$ cat config.mk
export PLATFORM = sky130hd
export DESIGN_NAME = system_control_two
export DESIGN_NICKNAME = d
export VERILOG_FILES = /design/src/sysctl2_pkg.sv /design/src/buzzer_tone_gen.sv /design/src/pin_sync2.sv /design/src/system_control_two.sv
export VERILOG_INCLUDE_DIRS = /design/src
export SDC_FILE = /design/constraint.sdc
export NUM_CORES = 1
export LEC_CHECK = 0
export BUFFER_PORTS_ARGS = -buffer_cell sky130_fd_sc_hd__buf_2
export CELL_PAD_IN_SITES_DETAIL_PLACEMENT = 1
export CELL_PAD_IN_SITES_GLOBAL_PLACEMENT = 1
export CORE_MARGIN = 2
export CORE_UTILIZATION = 34
export DETAILED_ROUTE_END_ITERATION = 16
export PLACE_DENSITY = 0.81
export REMOVE_ABC_BUFFERS = 1
export SLEW_MARGIN = 15
export SYNTH_ARGS = -nofsm -noshare
export SYNTH_HDL_FRONTEND = slang
export SYNTH_SLANG_ARGS = --single-unit
$ cat constraint.sdc
create_clock -name clk_sys -period 1.6 [get_ports clk_sys]
set_input_delay 0.4 -clock clk_sys [delete_from_list [all_inputs] [get_ports clk_sys]]
set_output_delay 0.4 -clock clk_sys [all_outputs]
set_load 0.03 [all_outputs]
$ cat src/sysctl2_cfg.svh
// Offsets, field positions, reset values and timing constants of the second system control register.
`ifndef SYSCTL2_CFG_SVH
`define SYSCTL2_CFG_SVH
`define SC2_ADDR_SYSCTL      12'h0000
`define SC2_ADDR_STATUS      12'h0004
`define SC2_BIT_UART2_EN     8
`define SC2_BIT_SSP2_MASTER  9
`define SC2_BIT_SNZ_POL      10
`define SC2_BIT_SNZ_FETCH    11
`define SC2_BIT_RESERVED12   12
`define SC2_BIT_CLK_PIN_SEL  13
`define SC2_BIT_BUZ_SEL      14
`define SC2_RESET_LOW        8'h00
`define SC2_RESET_UPPER      7'h00
`define SC2_CLK_HZ           125000000
`define SC2_BUZ_HZ           500
`define SC2_BUZ_HALF_CYCLES  (`SC2_CLK_HZ / (2 * `SC2_BUZ_HZ))
`define SC2_NIBBLE_ZERO      4'h0
`define SC2_NIBBLE_ONES      4'hF
`define AXI_RESP_OKAY        2'b00
`define AXI_RESP_SLVERR      2'b10
`endif

$ cat src/sysctl2_pkg.sv
// Types shared by the second system control register block.
package sysctl2_pkg;
    typedef struct packed {
        logic        uart2Enable;
        logic        ssp2Master;
        logic        snoozePolarity;
        logic        snoozeFetch;
        logic        clockPinSelect;
        logic        buzzerSelect;
    } ctrl_s;

    typedef struct packed {
        logic [11:0] addr;
        logic [31:0] data;
        logic [3:0]  strb;
    } wreq_s;
endpackage

$ cat src/buzzer_tone_gen.sv
// Divider that makes the fixed 500 Hz buzzer tone as a square wave.
`timescale 1ns/1ps
`include "sysctl2_cfg.svh"
module buzzer_tone_gen #(
    parameter int HALF_CYCLES = `SC2_BUZ_HALF_CYCLES
) (
    input  wire logic clk_sys,
    input  wire logic sys_rst,
    output logic      toneOut
);
    logic [$clog2(HALF_CYCLES)-1:0] count_ff;
    wire logic                      wrapTick = (count_ff == ($clog2(HALF_CYCLES))'(HALF_CYCLES - 1));

    // Count half periods and toggle the tone at each wrap.
    always_ff @(posedge clk_sys) begin
        if (sys_rst) begin
            count_ff <= '0;
            toneOut  <= 1'b0;
        end else if (wrapTick) begin
            count_ff <= '0;
            toneOut  <= ~toneOut;
        end else begin
            count_ff <= count_ff + 1'b1;
        end
    end
endmodule // buzzer_tone_gen

$ cat src/pin_sync2.sv
// Two-flop synchroniser for a bundle of asynchronous inputs.
`timescale 1ns/1ps
module pin_sync2 #(
    parameter int WIDTH = 1
) (
    input  wire logic             clk_sys,
    input  wire logic             sys_rst,
    input  wire logic [WIDTH-1:0] asyncIn,
    output logic      [WIDTH-1:0] syncOut
);
    logic [WIDTH-1:0] meta_ff;

    // First stage feeds only the second stage.
    always_ff @(posedge clk_sys) begin
        if (sys_rst) begin
            meta_ff <= '0;
            syncOut <= '0;
        end else begin
            meta_ff <= asyncIn;
            syncOut <= meta_ff;
        end
    end
endmodule // pin_sync2

$ cat src/system_control_two.sv
// Upper control bits of the second system control register, reached over AXI4-Lite.
// Summary of operation
// - Bit 8 enables the second UART.
// - Bit 9 low slave, high master.
// - Bit 9 also sets serial pin directions.
// - Snooze, polarity low: blank nibble all zeros.
// - Snooze, polarity high: blank nibble all ones.
// - Polarity bit ignored in Operating State.
// - Fetch bit set by hardware on Snooze entry.
// - Fetch bit high: fetch SRAM at 1bpp.
// - SRAM writable by CPU while fetch bit set, outside Snooze.
// - Writing zero returns to frame buffer DMA.
// - Resync display at end of following frame.
// - CPU writes of one to fetch ignored.
// - Bit 13 picks clock-enable or run on pin.
// - Bit 14 zero: buzzer from timer one.
// - Bit 14 one: buzzer is 500 Hz.
`timescale 1ns/1ps
`include "sysctl2_cfg.svh"
module system_control_two #(
    parameter int BUZ_HALF_CYCLES = `SC2_BUZ_HALF_CYCLES
) (
    input  wire logic        clk_sys,
    input  wire logic        sys_rst,
    // AXI4-Lite slave.
    input  wire logic [11:0] s_axi_awaddr,
    input  wire logic        s_axi_awvalid,
    output logic             s_axi_awready,
    input  wire logic [31:0] s_axi_wdata,
    input  wire logic [3:0]  s_axi_wstrb,
    input  wire logic        s_axi_wvalid,
    output logic             s_axi_wready,
    output logic [1:0]       s_axi_bresp,
    output logic             s_axi_bvalid,
    input  wire logic        s_axi_bready,
    input  wire logic [11:0] s_axi_araddr,
    input  wire logic        s_axi_arvalid,
    output logic             s_axi_arready,
    output logic [31:0]      s_axi_rdata,
    output logic [1:0]       s_axi_rresp,
    output logic             s_axi_rvalid,
    input  wire logic        s_axi_rready,
    // Power state and display inputs from on-chip logic.
    input  wire logic        snoozeActive,
    input  wire logic        frameEnd,
    input  wire logic [3:0]  activeNibble,
    input  wire logic        blankPhase,
    input  wire logic        cpuSramWriteReq,
    // Pin-level inputs from outside the clock domain.
    input  wire logic        timerOneBuzzer,
    input  wire logic        runSignal,
    input  wire logic        clockGateOutput,
    // Control outputs.
    output logic             secondUartEnable,
    output logic             syncSerialTwoMaster,
    output logic [2:0]       syncSerialTwoPinOe,
    output logic [3:0]       displayDataNibble,
    output logic             displayFetchSram1bpp,
    output logic             displayFetchDma,
    output logic             displayResync,
    output logic             cpuSramWriteGrant,
    output logic             runClockPin,
    output logic             buzzerPin
);
    import sysctl2_pkg::*;

    // Control state and bus handshake registers.
    ctrl_s       ctrl_ff;
    logic [7:0]  lowBits_ff;
    logic        reserved12_ff;
    logic        snoozeDelay_ff;
    logic        resyncArmed_ff;
    logic        awHeld_ff;
    logic        wHeld_ff;
    wreq_s       wReq_ff;
    logic        bvalid_ff;
    logic [1:0]  bresp_ff;
    logic        rvalid_ff;
    logic [31:0] rdata_ff;
    logic [1:0]  rresp_ff;

    // Pin synchroniser and tone generator outputs.
    logic [2:0]  pinSync;
    logic        toneOut;

    // Register field encode, used by read decode.
    function automatic logic [15:0] pack_reg(input ctrl_s c, input logic r12, input logic [7:0] lo);
        logic [15:0] v;
        v = 16'h0000;
        v[7:0] = lo;
        v[`SC2_BIT_UART2_EN]    = c.uart2Enable;
        v[`SC2_BIT_SSP2_MASTER] = c.ssp2Master;
        v[`SC2_BIT_SNZ_POL]     = c.snoozePolarity;
        v[`SC2_BIT_SNZ_FETCH]   = c.snoozeFetch;
        v[`SC2_BIT_RESERVED12]  = r12;
        v[`SC2_BIT_CLK_PIN_SEL] = c.clockPinSelect;
        v[`SC2_BIT_BUZ_SEL]     = c.buzzerSelect;
        return v;
    endfunction

    function automatic logic addr_hit(input logic [11:0] a, input logic [11:0] target);
        return a[11:2] == target[11:2];
    endfunction

    // Synchronise outside-domain pin inputs before use.
    pin_sync2 #(.WIDTH(3)) u_pin_sync (
        .clk_sys (clk_sys),
        .sys_rst (sys_rst),
        .asyncIn ({timerOneBuzzer, runSignal, clockGateOutput}),
        .syncOut (pinSync)
    );

    // Fixed tone generator for the buzzer.
    buzzer_tone_gen #(.HALF_CYCLES(BUZ_HALF_CYCLES)) u_tone (
        .clk_sys (clk_sys),
        .sys_rst (sys_rst),
        .toneOut (toneOut)
    );

    // Write channel decode: a write fires once address and data are each either held or taken this cycle.
    wire logic        awTake     = s_axi_awvalid & s_axi_awready;
    wire logic        wTake      = s_axi_wvalid & s_axi_wready;
    wire logic        awHave     = awHeld_ff | awTake;
    wire logic        wHave      = wHeld_ff | wTake;
    wire logic        wrFire     = awHave & wHave;
    wire logic [11:0] wrAddr     = awHeld_ff ? wReq_ff.addr : s_axi_awaddr;
    wire logic [31:0] wrData     = wHeld_ff ? wReq_ff.data : s_axi_wdata;
    wire logic [3:0]  wrStrb     = wHeld_ff ? wReq_ff.strb : s_axi_wstrb;
    wire logic        wrCtrl     = wrFire & addr_hit(wrAddr, `SC2_ADDR_SYSCTL);
    wire logic        wrStatus   = wrFire & addr_hit(wrAddr, `SC2_ADDR_STATUS);
    wire logic        wrLoLane   = wrCtrl & wrStrb[0];
    wire logic        wrHiLane   = wrCtrl & wrStrb[1];
    wire logic        clrFetch   = wrHiLane & ~wrData[`SC2_BIT_SNZ_FETCH];
    wire logic        snoozeRise = snoozeActive & ~snoozeDelay_ff;

    // Read channel decode.
    wire logic        rdTake     = s_axi_arvalid & s_axi_arready;
    wire logic        rdCtrl     = addr_hit(s_axi_araddr, `SC2_ADDR_SYSCTL);
    wire logic        rdStatus   = addr_hit(s_axi_araddr, `SC2_ADDR_STATUS);
    wire logic [31:0] statusWord = {28'h000_0000, resyncArmed_ff, snoozeActive,
                                    displayFetchDma, ctrl_ff.snoozeFetch};
    wire logic [31:0] rdWord     = rdCtrl ? {16'h0000, pack_reg(ctrl_ff, reserved12_ff, lowBits_ff)}
                                          : (rdStatus ? statusWord : 32'h0000_0000);

    // Next control values.
    ctrl_s nxt_ctrl;
    always_comb begin
        nxt_ctrl = ctrl_ff;
        if (wrHiLane) begin
            nxt_ctrl.uart2Enable    = wrData[`SC2_BIT_UART2_EN];
            nxt_ctrl.ssp2Master     = wrData[`SC2_BIT_SSP2_MASTER];
            nxt_ctrl.snoozePolarity = wrData[`SC2_BIT_SNZ_POL];
            nxt_ctrl.clockPinSelect = wrData[`SC2_BIT_CLK_PIN_SEL];
            nxt_ctrl.buzzerSelect   = wrData[`SC2_BIT_BUZ_SEL];
        end
        // Hardware set on snooze entry wins over a clearing write.
        if (snoozeRise) begin
            nxt_ctrl.snoozeFetch = 1'b1;
        end else if (clrFetch) begin
            nxt_ctrl.snoozeFetch = 1'b0;
        end
    end

    // Register storage.
    always_ff @(posedge clk_sys) begin
        if (sys_rst) begin
            ctrl_ff        <= '0;
            lowBits_ff     <= `SC2_RESET_LOW;
            reserved12_ff  <= 1'b0;
            snoozeDelay_ff <= 1'b0;
        end else begin
            ctrl_ff        <= nxt_ctrl;
            snoozeDelay_ff <= snoozeActive;
            if (wrLoLane) begin
                lowBits_ff <= wrData[7:0];
            end
            if (wrHiLane) begin
                reserved12_ff <= wrData[`SC2_BIT_RESERVED12];
            end
        end
    end

    // Resync is armed by the clearing write and fires at the second frame end.
    logic       nxt_resyncArmed;
    logic       nxt_resyncSeen;
    logic       resyncSeen_ff;
    assign nxt_resyncArmed = clrFetch ? 1'b1 : ((resyncArmed_ff & resyncSeen_ff & frameEnd) ? 1'b0 : resyncArmed_ff);
    assign nxt_resyncSeen  = clrFetch ? 1'b0 : ((resyncArmed_ff & frameEnd) ? 1'b1 : resyncSeen_ff);
    always_ff @(posedge clk_sys) begin
        if (sys_rst) begin
            resyncArmed_ff <= 1'b0;
            resyncSeen_ff  <= 1'b0;
            displayResync  <= 1'b0;
        end else begin
            resyncArmed_ff <= nxt_resyncArmed;
            resyncSeen_ff  <= nxt_resyncSeen & nxt_resyncArmed;
            displayResync  <= ~clrFetch & resyncArmed_ff & resyncSeen_ff & frameEnd;
        end
    end

    // Display and pin output selection.
    wire logic [3:0] blankNibble = ctrl_ff.snoozePolarity ? `SC2_NIBBLE_ONES : `SC2_NIBBLE_ZERO;
    wire logic       useBlank    = snoozeActive & blankPhase;
    wire logic [3:0] nxt_nibble  = useBlank ? blankNibble : activeNibble;
    wire logic       nxt_pin     = ctrl_ff.clockPinSelect ? pinSync[1] : pinSync[0];
    wire logic       nxt_buzzer  = ctrl_ff.buzzerSelect ? toneOut : pinSync[2];

    // Registered control outputs.
    always_ff @(posedge clk_sys) begin
        if (sys_rst) begin
            secondUartEnable     <= 1'b0;
            syncSerialTwoMaster  <= 1'b0;
            syncSerialTwoPinOe   <= 3'b000;
            displayDataNibble    <= `SC2_NIBBLE_ZERO;
            displayFetchSram1bpp <= 1'b0;
            displayFetchDma      <= 1'b1;
            cpuSramWriteGrant    <= 1'b0;
            runClockPin          <= 1'b0;
            buzzerPin            <= 1'b0;
        end else begin
            secondUartEnable     <= ctrl_ff.uart2Enable;
            syncSerialTwoMaster  <= ctrl_ff.ssp2Master;
            syncSerialTwoPinOe   <= {3{ctrl_ff.ssp2Master}};
            displayDataNibble    <= nxt_nibble;
            displayFetchSram1bpp <= ctrl_ff.snoozeFetch;
            displayFetchDma      <= ~ctrl_ff.snoozeFetch;
            cpuSramWriteGrant    <= cpuSramWriteReq & ctrl_ff.snoozeFetch & ~snoozeActive;
            runClockPin          <= nxt_pin;
            buzzerPin            <= nxt_buzzer;
        end
    end

    // AXI4-Lite write handshake and response.
    always_ff @(posedge clk_sys) begin
        if (sys_rst) begin
            awHeld_ff <= 1'b0;
            wHeld_ff  <= 1'b0;
            wReq_ff   <= '0;
            bvalid_ff <= 1'b0;
            bresp_ff  <= `AXI_RESP_OKAY;
        end else begin
            if (wrFire) begin
                awHeld_ff <= 1'b0;
                wHeld_ff  <= 1'b0;
                bvalid_ff <= 1'b1;
                bresp_ff  <= (wrCtrl | wrStatus) ? `AXI_RESP_OKAY : `AXI_RESP_SLVERR;
            end else begin
                if (awTake) begin
                    awHeld_ff    <= 1'b1;
                    wReq_ff.addr <= s_axi_awaddr;
                end
                if (wTake) begin
                    wHeld_ff     <= 1'b1;
                    wReq_ff.data <= s_axi_wdata;
                    wReq_ff.strb <= s_axi_wstrb;
                end
                if (bvalid_ff & s_axi_bready) begin
                    bvalid_ff <= 1'b0;
                end
            end
        end
    end

    // AXI4-Lite read handshake.
    always_ff @(posedge clk_sys) begin
        if (sys_rst) begin
            rvalid_ff <= 1'b0;
            rdata_ff  <= 32'h0000_0000;
            rresp_ff  <= `AXI_RESP_OKAY;
        end else if (rdTake) begin
            rvalid_ff <= 1'b1;
            rdata_ff  <= rdWord;
            rresp_ff  <= (rdCtrl | rdStatus) ? `AXI_RESP_OKAY : `AXI_RESP_SLVERR;
        end else if (rvalid_ff & s_axi_rready) begin
            rvalid_ff <= 1'b0;
        end
    end

    // Next handshake state; ready is registered from it so a channel is open only while its beat can be held.
    wire logic nxt_awHeld = ~wrFire & (awHeld_ff | awTake);
    wire logic nxt_wHeld  = ~wrFire & (wHeld_ff | wTake);
    wire logic nxt_bvalid = wrFire | (bvalid_ff & ~s_axi_bready);
    wire logic nxt_rvalid = rdTake | (rvalid_ff & ~s_axi_rready);

    // Ready outputs open after reset and close while a beat is held or a response waits.
    always_ff @(posedge clk_sys) begin
        if (sys_rst) begin
            s_axi_awready <= 1'b0;
            s_axi_wready  <= 1'b0;
            s_axi_arready <= 1'b0;
        end else begin
            s_axi_awready <= ~nxt_awHeld & ~nxt_bvalid;
            s_axi_wready  <= ~nxt_wHeld & ~nxt_bvalid;
            s_axi_arready <= ~nxt_rvalid;
        end
    end

    assign s_axi_bvalid = bvalid_ff;
    assign s_axi_bresp  = bresp_ff;
    assign s_axi_rvalid = rvalid_ff;
    assign s_axi_rdata  = rdata_ff;
    assign s_axi_rresp  = rresp_ff;
endmodule // system_control_two

---- After elaboration in Yosys (flattened, before gate mapping) ----
Cells that the tools add are included.
storage, ports and cells
  bits of input ports ..................... 78
  logic and storage cells ................. 119
  register bits after elaboration ......... 127
operators by class
  $add $sub $neg .......................... 1
  equal/unequal tests ..................... 3
  bitwise operators ....................... 47
  multiplexer cells ....................... 21
  reductions and logical operators ........ 9
operator list
  kind                                                   number
  2-to-1 mux 15 bit                                      2
  bitwise AND 1 bit                                      28
  equality test 10 x 1 -> 1 bit (second input constant)  2
  logical NOT 10 bit                                     2
  adder 17 x 1 -> 17 bit (second input constant)         1
  equality test 17 bit (second input constant)           1
  NOT 1 bit                                              13
  2-to-1 mux 1 bit                                       12
  2-to-1 mux 12 bit                                      1
  2-to-1 mux 4 bit                                       3
  2-to-1 mux 2 bit                                       3
  bitwise OR 1 bit                                       6
  nonzero test 2 bit                                     3
  AND reduction 2 bit                                    2
  OR reduction 2 bit                                     2

---- Logic depth before layout (Yosys ltp) ----
Gate-level depths: netlist (run 1).
  word-level depth ........................ 10
  mapped depth ............................ 7
  gate-level depth less buffers ........... 5

---- Cells and area by module ----
Synthesis (run 1) repeated with hierarchy kept, for this count alone.
unflattened totals
  cell total of the unflattened synthesis .. 473
  area, all modules ....................... 4404.2 um^2
by module, submodules not included
  module              cells an instance  times used  sequential area each (um^2)  area each (um^2)
  system_control_two  368                1           1621.6                       3392.0
  buzzer_tone_gen     93                 1           360.3                        854.6
  pin_sync2           12                 1           120.1                        157.7

---- Worst setup path after synthesis (run 1) ----
Ideal clock, no wire load.
  path kind ............................... register -> register
  from .................................... reg s_axi_wready
  to ...................................... reg ctrl_ff[0] in the netlist's numbering
  clock period less this slack ............ 1.679 ns
  arrival time ............................ 1.558 ns
  setup time .............................. 0.121 ns
  slack ................................... -0.079 ns
  cell stages (with the launch flop) ...... 6
  required time ........................... 1.479 ns
  path buffers ............................ 1
  cell sequence ........................... dfxtp_1 a21o_1 nand3_1 a211o_1 buf_6 mux2_4
on the way
  word-level cells in the longest chain between the ends .. 5
ends and longest elaborated chain
  element                 RTL line                   RTL
  from (decl)             system_control_two.sv:32   output logic s_axi_wready,
  from (signal assigned)  system_control_two.sv:293  s_axi_wready <= ~nxt_wHeld & ~nxt_bvalid;
  bitwise AND 1 bit       system_control_two.sv:122  wire logic wTake = s_axi_wvalid & s_axi_wready;
  bitwise OR 1 bit        system_control_two.sv:124  wire logic wHave = wHeld_ff | wTake;
  bitwise AND 1 bit       system_control_two.sv:125  wire logic wrFire = awHave & wHave;
  bitwise AND 1 bit       system_control_two.sv:129  wire logic wrCtrl = wrFire & addr_hit(wrAddr, `SC2_ADDR_SYSCTL);
  bitwise AND 1 bit       system_control_two.sv:132  wire logic wrHiLane = wrCtrl & wrStrb[1];
  to (signal assigned)    system_control_two.sv:172  ctrl_ff <= nxt_ctrl;
  to (decl)               system_control_two.sv:68   ctrl_s ctrl_ff;
Every way passes these cells.
A chain may end at the register's enable or synchronous reset.

---- Worst setup path after layout (run 1) ----
  from .................................... reg wReq_ff[39] in the netlist's numbering
  to ...................................... reg ctrl_ff[1] in the netlist's numbering
on the way
  word-level cells in the longest chain between the ends .. 4
ends and longest elaborated chain
  element             RTL line                   RTL
  from (decl)         system_control_two.sv:75   wreq_s wReq_ff;
  2-to-1 mux 12 bit   system_control_two.sv:126  wire logic [11:0] wrAddr = awHeld_ff ? wReq_ff.addr : s_axi_awaddr;
  logical NOT 10 bit  system_control_two.sv:102  return a[11:2] == target[11:2];
  bitwise AND 1 bit   system_control_two.sv:129
  bitwise AND 1 bit   system_control_two.sv:132
Every way passes these cells.

==> metrics.cfg, run 1 <==
[detailed_routing]
drtPass1Iterations = 4
route.detailed.drc = 0
wire_per_inst_um = 15.0
drtIter0Drc = 141
num_vias = 3524
via_per_inst = 4.75
ant_nets = 0
routed_wl_mm = 11.1

[placement]
dp_hpwl_mm = 8.02
gp_congestion = 0.797
placed_cells = 726
port_buffers = 91

[synth]
synthDistinctLibCells = 45
synth_top_family_by_area = simple AND/OR/NAND/NOR gates
synth-compound-area-share_pct = 8.19
yosysTopAreaCell = dfxtp_1
synthFlopType = dfxtp_1
ys_seq_elements = 105
syn_avg_cell_area_um2 = 9.55
yosysWarnings = 0
synth-async-reset-ratio_pct = 0
ys_top_cells_by_area = dfxtp_1 48%, mux2i_1 6.6%, nor2_1 5.4%, mux2_4 4.8%, buf_4 4.1%
synthXorXnorAreaFrac_pct = 2.78
seq_area_frac_synth_pct = 47.6
synthMuxAreaShare_pct = 12.6
synth_adder_area_share_pct = 0.284
synth_top_area_share_pct = 47.6
synth-simple-area-share_pct = 21.7
synth_edf_count = 0
synthCells = 462
synth_area_um2 = 4410

[clock_tree]
cts_root_buf = clkbuf_16
insertion_delay_ns = 0.36
clk_path_buf_depth = 2
cts_setup_buffers = 0
cts_sinks = 105
cts_buffers = 9
cts_tree = done
h-tree-depth = 3
ctsHoldBuffers = 0
path_clk_slew_ns = 0.07

[power]
vdd_drop_max_mv = 0.514
leakagePower_nw = 2.33
power.density_nw_per_um2 = 1040

[layout]
final_cell_mix = 102 x dfxtp_1, 90 x buf_2, 64 x nor2_1
register_area_um2 = 2110
utilization_pct = 43.8
mostFrequentLayoutCell = dfxtp_1
nNetsFinal = 644
multiInputGateArea_um2 = 2130
fillCellCount = 1456
area_delta_synth_final_pct = 25.9
final_cells = 742
drive_above_1_share_pct = 30.4

[setup_path]
crit_path_end_kind = flip-flop
rr_worst_depth = 5
required_ns = 1.85
worstSetupPathType = flip-flop to flip-flop
startpoint_type = flip-flop
critPathArrivalTime_ns = 1.92
critPathMaxFanout = 7

[grt]
grt_pass1_wl_mm = 18.0
grt_max_degree = 34
grt_use_total_pct = 16.3
gr-total-overflow = 0
grt_pass1_vias = 3601
antenna_found_initial = 1

[timing]
setup_viol = 14
timing.final.crit_share_pct = 105
whs_ns = 0.259
final-hold-violation-count = 0
max_freq_ghz = 0.597
fin_crit_ns = 1.68
setup_slack_ns = -0.0757
drv_slew = 0
skew_ns = 0.00632
rsz0062_at_grt = yes

[floorplan]
die_h_um = 118
die_area_um2 = 13900
initial_core_util_pct = 34.8
dieWidth_um = 118
core_um2 = 12700
rows = 41
io_pins = 134

[outcome]
violations = setup timing
outcome = finished with violations

[hold_path]
hold_depth = 2
hold_path_class = primary input to flip-flop

[run]
max-cap-violations = 0

## routing by layer
metal | vias to the layer above | share of wire, % | track usage, %
li1 | 1742 | - | -
met4 | 0 | 0.75 | 4.07
met5 | - | 0 | 0
met2 | 79 | 53 | 29.4
met3 | 6 | 5.6 | 6.35
met1 | 1697 | 41 | 17.8
## cell families after synthesis
logic type	Yosys count
buffers and inverters	48
and+or+nand+nor	188
muxes	48
adders and majority gates	1
AOI/OAI and AO/OA	57
DFF	105
xor gates and xnor gates	14
other	1
## sequential cells by signal, indices dropped and copies added (netlist names), 3 cells and up
| name | cells |
|---|---|
| u_pin_sync.syncOut | 3 |
| s_axi_rdata | 15 |
| wReq_ff | 27 |
| u_tone.count_ff | 17 |
| displayDataNibble | 4 |
| ctrl_ff | 6 |
| lowBits_ff | 8 |
| u_pin_sync.meta_ff | 3 |
## power breakdown
group | internal, mW | total, mW | switching [mW]
sequential | 2.69 | 2.74 | 0.0477
combinational | 0.251 | 0.633 | 0.382
clock | 1.38 | 2.40 | 1.02
## worst paths after layout
| path | from | to | slack, ns |
|---|---|---|---|
| min reg2reg | u_pin_sync.meta_ff[1] | u_pin_sync.syncOut[1] | 0.44 |
| max | wReq_ff[39] | ctrl_ff[1] | -0.08 |
| max reg2reg | wReq_ff[39] | ctrl_ff[1] | -0.08 |
| min | timerOneBuzzer | u_pin_sync.meta_ff[2] | 0.26 |
## metrics by stage
stage	setup slack (ns)	power (mW)	cell area, um^2	TNS (ns)
floorplan	-0.397	3.13	4200	-8.49
global placement	-0.357	3.40	5180	-8.63
detailed placement	-0.362	3.43	5180	-9.34
CTS	-0.0701	5.85	5520	-0.893
global route	-0.137	6.01	5550	-1.93
finish	-0.0757	5.77	5560	-0.920
## synthesized netlist by cell type, types with 2 or more instances
| cell | n |
|---|---|
| dfxtp_1 | 105 |
| nor2_1 | 64 |
| nand2_1 | 48 |
| a21oi_1 | 30 |
| mux2i_1 | 29 |
| buf_4 | 24 |
| nor2b_1 | 23 |
| a22oi_1 | 15 |
| mux2_4 | 14 |
| nand3_1 | 12 |
| clkbuf_1 | 10 |
| buf_2 | 8 |
| nor3_1 | 7 |
| xnor2_1 | 7 |
| xor2_1 | 7 |
| nand4_1 | 6 |
| and3_1 | 5 |
| mux2_2 | 5 |
| nor4_1 | 5 |
| inv_1 | 3 |
| nor4_4 | 3 |
| o21ai_0 | 3 |
| or3_1 | 3 |
| a211o_1 | 2 |
| buf_6 | 2 |
| nand2b_1 | 2 |
| nor3b_1 | 2 |
## timing repair
item,in CTS,in global routing
endpoints found under the setup margin,18,35
gates cloned,0,0
pin swaps,6,3
resized for setup,6,8
hold endpoints to repair,0,0
## area by class of cell
cell class	instances	share of cell area (%)
Antenna cell	1	0.0450
Tap cell	172	3.87
Clock inverter	5	1.55
Sequential cell	105	38.0
Multi-Input combinational cell	327	38.4
Inverter	3	0.203
Timing Repair Buffer	119	13.8
Clock buffer	10	4.12
## worst max-delay path, stage by stage (launching register included)
cell and delay, ns:
dfxtp_2 0.34, nor4b_4 0.29, nand3_2 0.15, a211o_1 0.33
buf_12 0.16, mux2_4 0.30
Power figures use the tool's default switching activity.
==> inputs of run 2 (changes only) <==
CORE_UTILIZATION = 38   (was 34)
PLACE_DENSITY = 0.85   (was 0.81)
TNS_END_PERCENT = 1   (was default)
clock period = 1.57 ns   (was 1.6 ns; I/O delays follow)
==> run 2 against run 1 <==
  * The run still ends with setup timing left
  * First-iteration DRC count is 40% lower
  * Power is 1.3% lower
  * Fmax is 1.5% lower
  * Design area is 0.54% lower
  * Clock power is 6% lower
  * Core utilization is 4.8 points higher
  * Critical path depth stayed put
  * Worst setup slack worse by 0.055 ns
  * Clock skew is 0.0016 ns lower
  * Critical path type unchanged
  * Combinational power is 3.8% higher
==> metrics.cfg, run 2 (same netlist as run 1, synthesis figures left out) <==
[layout]
nNetsFinal = 652  ; +1.2%
area_delta_synth_final_pct = 25.2
largest_register_ffs = 27  ; unchanged
fillCellCount = 1350  ; -7.3%
mostFrequentLayoutCell = dfxtp_1
final_cell_mix = 97 x dfxtp_1, 90 x buf_2, 64 x nor2_1
drive_above_1_share_pct = 32.9  ; +2.5 points
regMostFlops = wReq_ff
num_antenna_cells = 0  ; -1

[grt]
grt_max_degree = 32  ; -5.9%
grt_pass1_wl_mm = 18.7  ; +3.8%
grt_pass1_vias = 3928  ; +9.1%
gr-total-overflow = 0  ; unchanged
grt_use_total_pct = 18.6  ; +2.3 points
antenna_found_initial = 1  ; unchanged

[timing]
setup_slack_ns = -0.130  ; -0.0547 ns
final-hold-violation-count = 0  ; unchanged
whs_ns = 0.250  ; -0.00884 ns
timing.final.crit_share_pct = 108  ; +3.6 points
drv_slew = 0  ; unchanged
fin_crit_ns = 1.70  ; +0.0247 ns
max_freq_ghz = 0.588  ; -1.5%
skew_ns = 0.00468  ; -0.00164 ns
setup_viol = 18  ; +4
rsz0062_at_grt = yes

[hold_path]
hold_path_class = primary input to flip-flop
hold_start = clockGateOutput
min_to = u_pin_sync.meta_ff[0]
hold_depth = 2  ; unchanged

[detailed_routing]
route.detailed.drc = 0  ; unchanged
wire_per_inst_um = 15.6  ; +4.0%
drtIter0Drc = 84  ; -40%
routed_wl_mm = 11.2  ; +1.0%
ant_nets = 0  ; unchanged
via_per_inst = 5.00  ; +5.2%
drtPass1Iterations = 4  ; unchanged
num_vias = 3604  ; +2.3%

[clock_tree]
cts_tree = done
insertion_delay_ns = 0.35  ; about the same
cts_buffers = 9  ; unchanged
ctsHoldBuffers = 0  ; unchanged
clk_path_buf_depth = 2  ; unchanged
cts_root_buf = clkbuf_16
cts_sinks = 105  ; unchanged
path_clk_slew_ns = 0.07  ; about the same
h-tree-depth = 3  ; unchanged

[power]
leakagePower_nw = 2.33  ; +0.24%
vdd_drop_max_mv = 0.524  ; +1.9%
power.density_nw_per_um2 = 1030  ; -0.75%

[floorplan]
initial_core_util_pct = 38.8  ; +4.0 points
die_h_um = 112  ; -5.2%
io_pins = 134  ; unchanged
core_um2 = 11400  ; -10%
rows = 39  ; -4.9%
die_area_um2 = 12500  ; -10%
dieWidth_um = 112  ; -5.2%

[setup_path]
crit_path_end_kind = flip-flop
cp_num_buf_inv = 1  ; unchanged
rr_startpoint = wReq_ff[47]
startpoint_type = flip-flop
required_ns = 1.81  ; -0.04 ns
cpPeakStageDelay_ns = 0.34  ; about the same
rr_worst_depth = 5  ; unchanged
cp_cell_sequence = nor4b_4 -> nand3_4 -> a211o_1 -> buf_12 -> mux2_4
r2r_end = ctrl_ff[0]
critPathMaxFanout = 7  ; unchanged
crit_family = simple AND/OR/NAND/NOR gates
rrSetupSlack_ns = -0.13  ; -0.05 ns
cp.depth = 5  ; unchanged
critPathArrivalTime_ns = 1.94  ; +0.02 ns
worstSetupPathType = flip-flop to flip-flop
crit_slowest_cell = dfxtp_2

[placement]
dp_slack_ns = -0.522  ; -0.160 ns
gp_congestion = 0.774  ; -2.9%
dp_hpwl_mm = 8.20  ; +2.3%
port_buffers = 91  ; unchanged

[run]
max-cap-violations = 0  ; unchanged

[outcome]
violations = setup timing
outcome = finished with violations

==> run 2: how the worst max path moves through the flow <==
stage,to,slack [ns],start
2_1_floorplan,ctrl_ff[0],-0.43,wHeld_ff
3_3_place_gp,lowBits_ff[5],-0.47,s_axi_awaddr[10]
3_5_place_dp,lowBits_ff[2],-0.52,s_axi_awaddr[10]
4_1_cts,ctrl_ff[0],-0.13,wReq_ff[39]
5_1_grt,ctrl_ff[0],-0.19,wReq_ff[47]
6_report,ctrl_ff[0],-0.13,wReq_ff[47]
==> run 2: where the power goes <==
group | switching (mW) | internal [mW] | total (mW)
combinational | 0.395 | 0.262 | 0.657
clock | 1.03 | 1.22 | 2.25
sequential | 0.0500 | 2.74 | 2.79
total | 1.48 | 4.22 | 5.70
==> run 2: final cells by class <==
class	instances	area, um^2	share of cell area (%)
Tap cell	143	179	3.24
Sequential cell	105	2120	38.3
Timing Repair Buffer	127	769	13.9
Multi-Input combinational cell	327	2150	38.9
Inverter	3	11.3	0.204
Clock buffer	12	267	4.82
Clock inverter	4	32.5	0.589
==> run 2: per-stage QoR <==
| stage | utilization (%) | instances | power [mW] | setup TNS, ns | area, um^2 |
|---|---|---|---|---|---|
| after floorplan | - | 435 | 3.19 | -9.57 | 4200 |
| after CTS | 48.3 | 721 | 5.76 | -1.88 | 5490 |
| after global placement | 45.0 | 702 | 3.46 | -9.98 | 5120 |
| final | 48.6 | 721 | 5.70 | -1.76 | 5530 |
| after detailed placement | 45.0 | 702 | 3.49 | -11.87 | 5120 |
| after global routing | 48.6 | 721 | 5.93 | -3.02 | 5530 |
==> run 2: what timing repair did <==
item	4_1_cts	5_1_grt
buffers inserted	3	0
pin swaps	6	3
setup endpoints to repair	18	32
gates resized for setup	13	11
endpoints found under the hold margin	0	0
==> run 2: metal layers <==
layer	part of all wire [%]	global-route usage [%]	wire length, um	vias up
met1	40	20.5	4510	1742
met5	0.098	0	11	-
met3	4.8	4.74	544	16
met2	53	34.3	5950	84
met4	1.9	7.08	208	2
li1	-	-	-	1760
==> inputs of run 3 (changes only) <==
CORE_ASPECT_RATIO = 1.2   (was default)
==> run 3 against run 2 <==
  * Critical path type unchanged
  * The run still ends with setup timing left
  * Core utilization up 0.16 points
  * Fmax rose by 0.47%
  * Global-route usage is 0.45 points lower
  * Register-to-register slack barely moved
  * Clock power rose by 6%
  * Critical endpoint is now ctrl_ff[3]
  * Design area rose by 1.1%
  * Non-clock buffer count is 3 higher
  * Clock-buffer cell count fell by 1
==> metrics.cfg, run 3 (same netlist as run 1, synthesis figures left out) <==
[power]
p_seq_share_pct = 48.0  ; -1.0 points
p_comb_share_pct = 11.2  ; -0.3 points
p_clk_share_pct = 40.8  ; +1.3 points
intPower_mw = 4.41  ; +4.5%
power.density_nw_per_um2 = 1040  ; +1.1%
switchingPower_mw = 1.41  ; -4.2%
swShare_pct = 24.3  ; -1.6 points
vdd_drop_max_mv = 0.495  ; -5.5%
leakagePower_nw = 2.36  ; +0.99%

[setup_path]
critPathArrivalTime_ns = 1.93  ; about the same
worstSetupPathType = flip-flop to flip-flop
crit_path_end_kind = flip-flop
critPathMaxFanout = 7  ; unchanged
required_ns = 1.81  ; about the same
startpoint_type = flip-flop

[floorplan]
initial_core_util_pct = 38.5  ; -0.31 points
io_pins = 134  ; unchanged
rows = 43  ; +10%
core_um2 = 11500  ; +0.79%
die_h_um = 122  ; +9.2%
dieWidth_um = 102  ; -8.4%
die_area_um2 = 12500  ; about the same

[detailed_routing]
via_per_inst = 4.96  ; -0.87%
drtPass1Iterations = 4  ; unchanged
wire_per_inst_um = 15.0  ; -3.7%
route.detailed.drc = 0  ; unchanged
routed_wl_mm = 11.1  ; -1.4%
ant_nets = 0  ; unchanged
drtIter0Drc = 92  ; +9.5%
num_vias = 3657  ; +1.5%

[timing]
whs_ns = 0.256  ; +0.00640 ns
skew_ns = 0.00761  ; +0.00293 ns
drv_slew = 0  ; unchanged
final-hold-violation-count = 0  ; unchanged
setup_slack_ns = -0.122  ; +0.00793 ns
setup_viol = 17  ; -1
fin_crit_ns = 1.69  ; -0.00793 ns
max_freq_ghz = 0.591  ; +0.47%
timing.final.crit_share_pct = 108  ; -0.50 points
rsz0062_at_grt = yes

[hold_path]
hold_path_class = primary input to flip-flop

[placement]
dp_hpwl_mm = 8.26  ; +0.67%
gp_congestion = 0.747  ; -3.4%
placed_cells = 721  ; +2.7%
port_buffers = 91  ; unchanged
dp_slack_ns = -0.472  ; +0.0503 ns

[grt]
gr-total-overflow = 0  ; unchanged
grt_pass1_wl_mm = 17.7  ; -5.2%
grt_pass1_vias = 3777  ; -3.8%
antenna_found_initial = 0  ; -1
grt_use_total_pct = 18.2  ; -0.45 points
grt_max_degree = 20  ; -38%

[clock_tree]
clk_path_buf_depth = 2  ; unchanged
ctsHoldBuffers = 0  ; unchanged
cts_sinks = 105  ; unchanged
cts_root_buf = clkbuf_16
insertion_delay_ns = 0.35  ; about the same
cts_buffers = 9  ; unchanged
path_clk_slew_ns = 0.07  ; about the same
h-tree-depth = 3  ; unchanged
cts_tree = done

[layout]
drive_above_1_share_pct = 33.2  ; +0.35 points
num_antenna_cells = 0  ; unchanged
final_cell_mix = 95 x dfxtp_1, 90 x buf_2, 64 x nor2_1
final_cells = 738  ; +2.4%
mostFrequentLayoutCell = dfxtp_1
largest_register_ffs = 27  ; unchanged
nNetsFinal = 655  ; +0.46%
fillCellCount = 1358  ; +0.59%
area_delta_synth_final_pct = 26.6
regMostFlops = wReq_ff
utilization_pct = 48.8  ; +0.16 points

[outcome]
violations = setup timing
outcome = finished with violations

[run]
max-cap-violations = 0  ; unchanged

[run 3: changes by cell type in the layout (fill, tap and decap cells not counted), moves of 2 or more]
cell / before / now
clkbuf_8: 3 / 0
clkbuf_1: 0 / 2
dfxtp_1: 97 / 95
nor4_1: 4 / 2
nor4_2: 0 / 3
buf_4: 33 / 35
dfxtp_2: 6 / 9
bufinv_16: 0 / 2
inv_6: 2 / 0
[run 3: stage by stage]
| step | cell area [um^2] | setup TNS (ns) | total power, mW |
|---|---|---|---|
| 5_1_grt | 5590 | -2.74 | 6.07 |
| 6_report | 5590 | -1.84 | 5.83 |
| 4_1_cts | 5540 | -2.01 | 5.90 |
| 2_1_floorplan | 4200 | -9.57 | 3.19 |
| 3_5_place_dp | 5190 | -11.07 | 3.51 |
| 3_3_place_gp | 5190 | -9.61 | 3.47 |
[run 3: per-layer routing]
| metal | up-vias | part of all wire, % | wire (um) | global-route usage (%) |
|---|---|---|---|---|
| li1 | 1762 | - | - | - |
| met1 | 1795 | 38 | 4220 | 19.3 |
| met2 | 86 | 55 | 6090 | 33.8 |
| met3 | 14 | 5.1 | 566 | 5.39 |
| met4 | 0 | 1.7 | 184 | 5.92 |
| met5 | - | 0 | 0 | 0 |
[run 3: layout make-up]
| type | instances | area [um^2] | area share, % |
|---|---|---|---|
| flip-flops and latches | 105 | 2120 | 37.9 |
| repair buffers | 130 | 805 | 14.4 |
| inverters | 3 | 11.3 | 0.202 |
| well taps | 157 | 196 | 3.52 |
| multi-input cells | 327 | 2150 | 38.4 |
| clock inverters | 5 | 80.1 | 1.43 |
| clock buffers | 11 | 233 | 4.16 |
[run 3: final timing paths]
check	to	cells past startpoint	start	slack [ns]
setup / recovery	ctrl_ff[3]	4	wReq_ff[39]	-0.12
hold / removal	u_pin_sync.meta_ff[2]	2	timerOneBuzzer	0.26
setup reg to reg	ctrl_ff[3]	4	wReq_ff[39]	-0.12
hold reg to reg	u_tone.count_ff[0]	1	u_tone.count_ff[0]	0.42
[run 3: power groups by stage]
stage	Clock (mW)	Combinational, mW	Sequential (mW)
finish	2.38	0.654	2.80
global placement	0	0.620	2.85
floorplan	0	0.282	2.91
CTS	2.44	0.658	2.80
global route	2.55	0.718	2.81
detailed placement	0	0.650	2.86
[run 3: critical path: stages (launching register included)]
cell	delay (ns)
dfxtp_2	0.34
nor4b_4	0.28
nand3_2	0.19
a211o_4	0.44
mux2_4	0.32
[run 3: what timing repair did]
item                                   CTS  global route
endpoints found under the hold margin    0             0
gates resized for setup                 12            13
setup endpoints to repair               31            35
buffers inserted                         0             1
pin swaps                                5             4
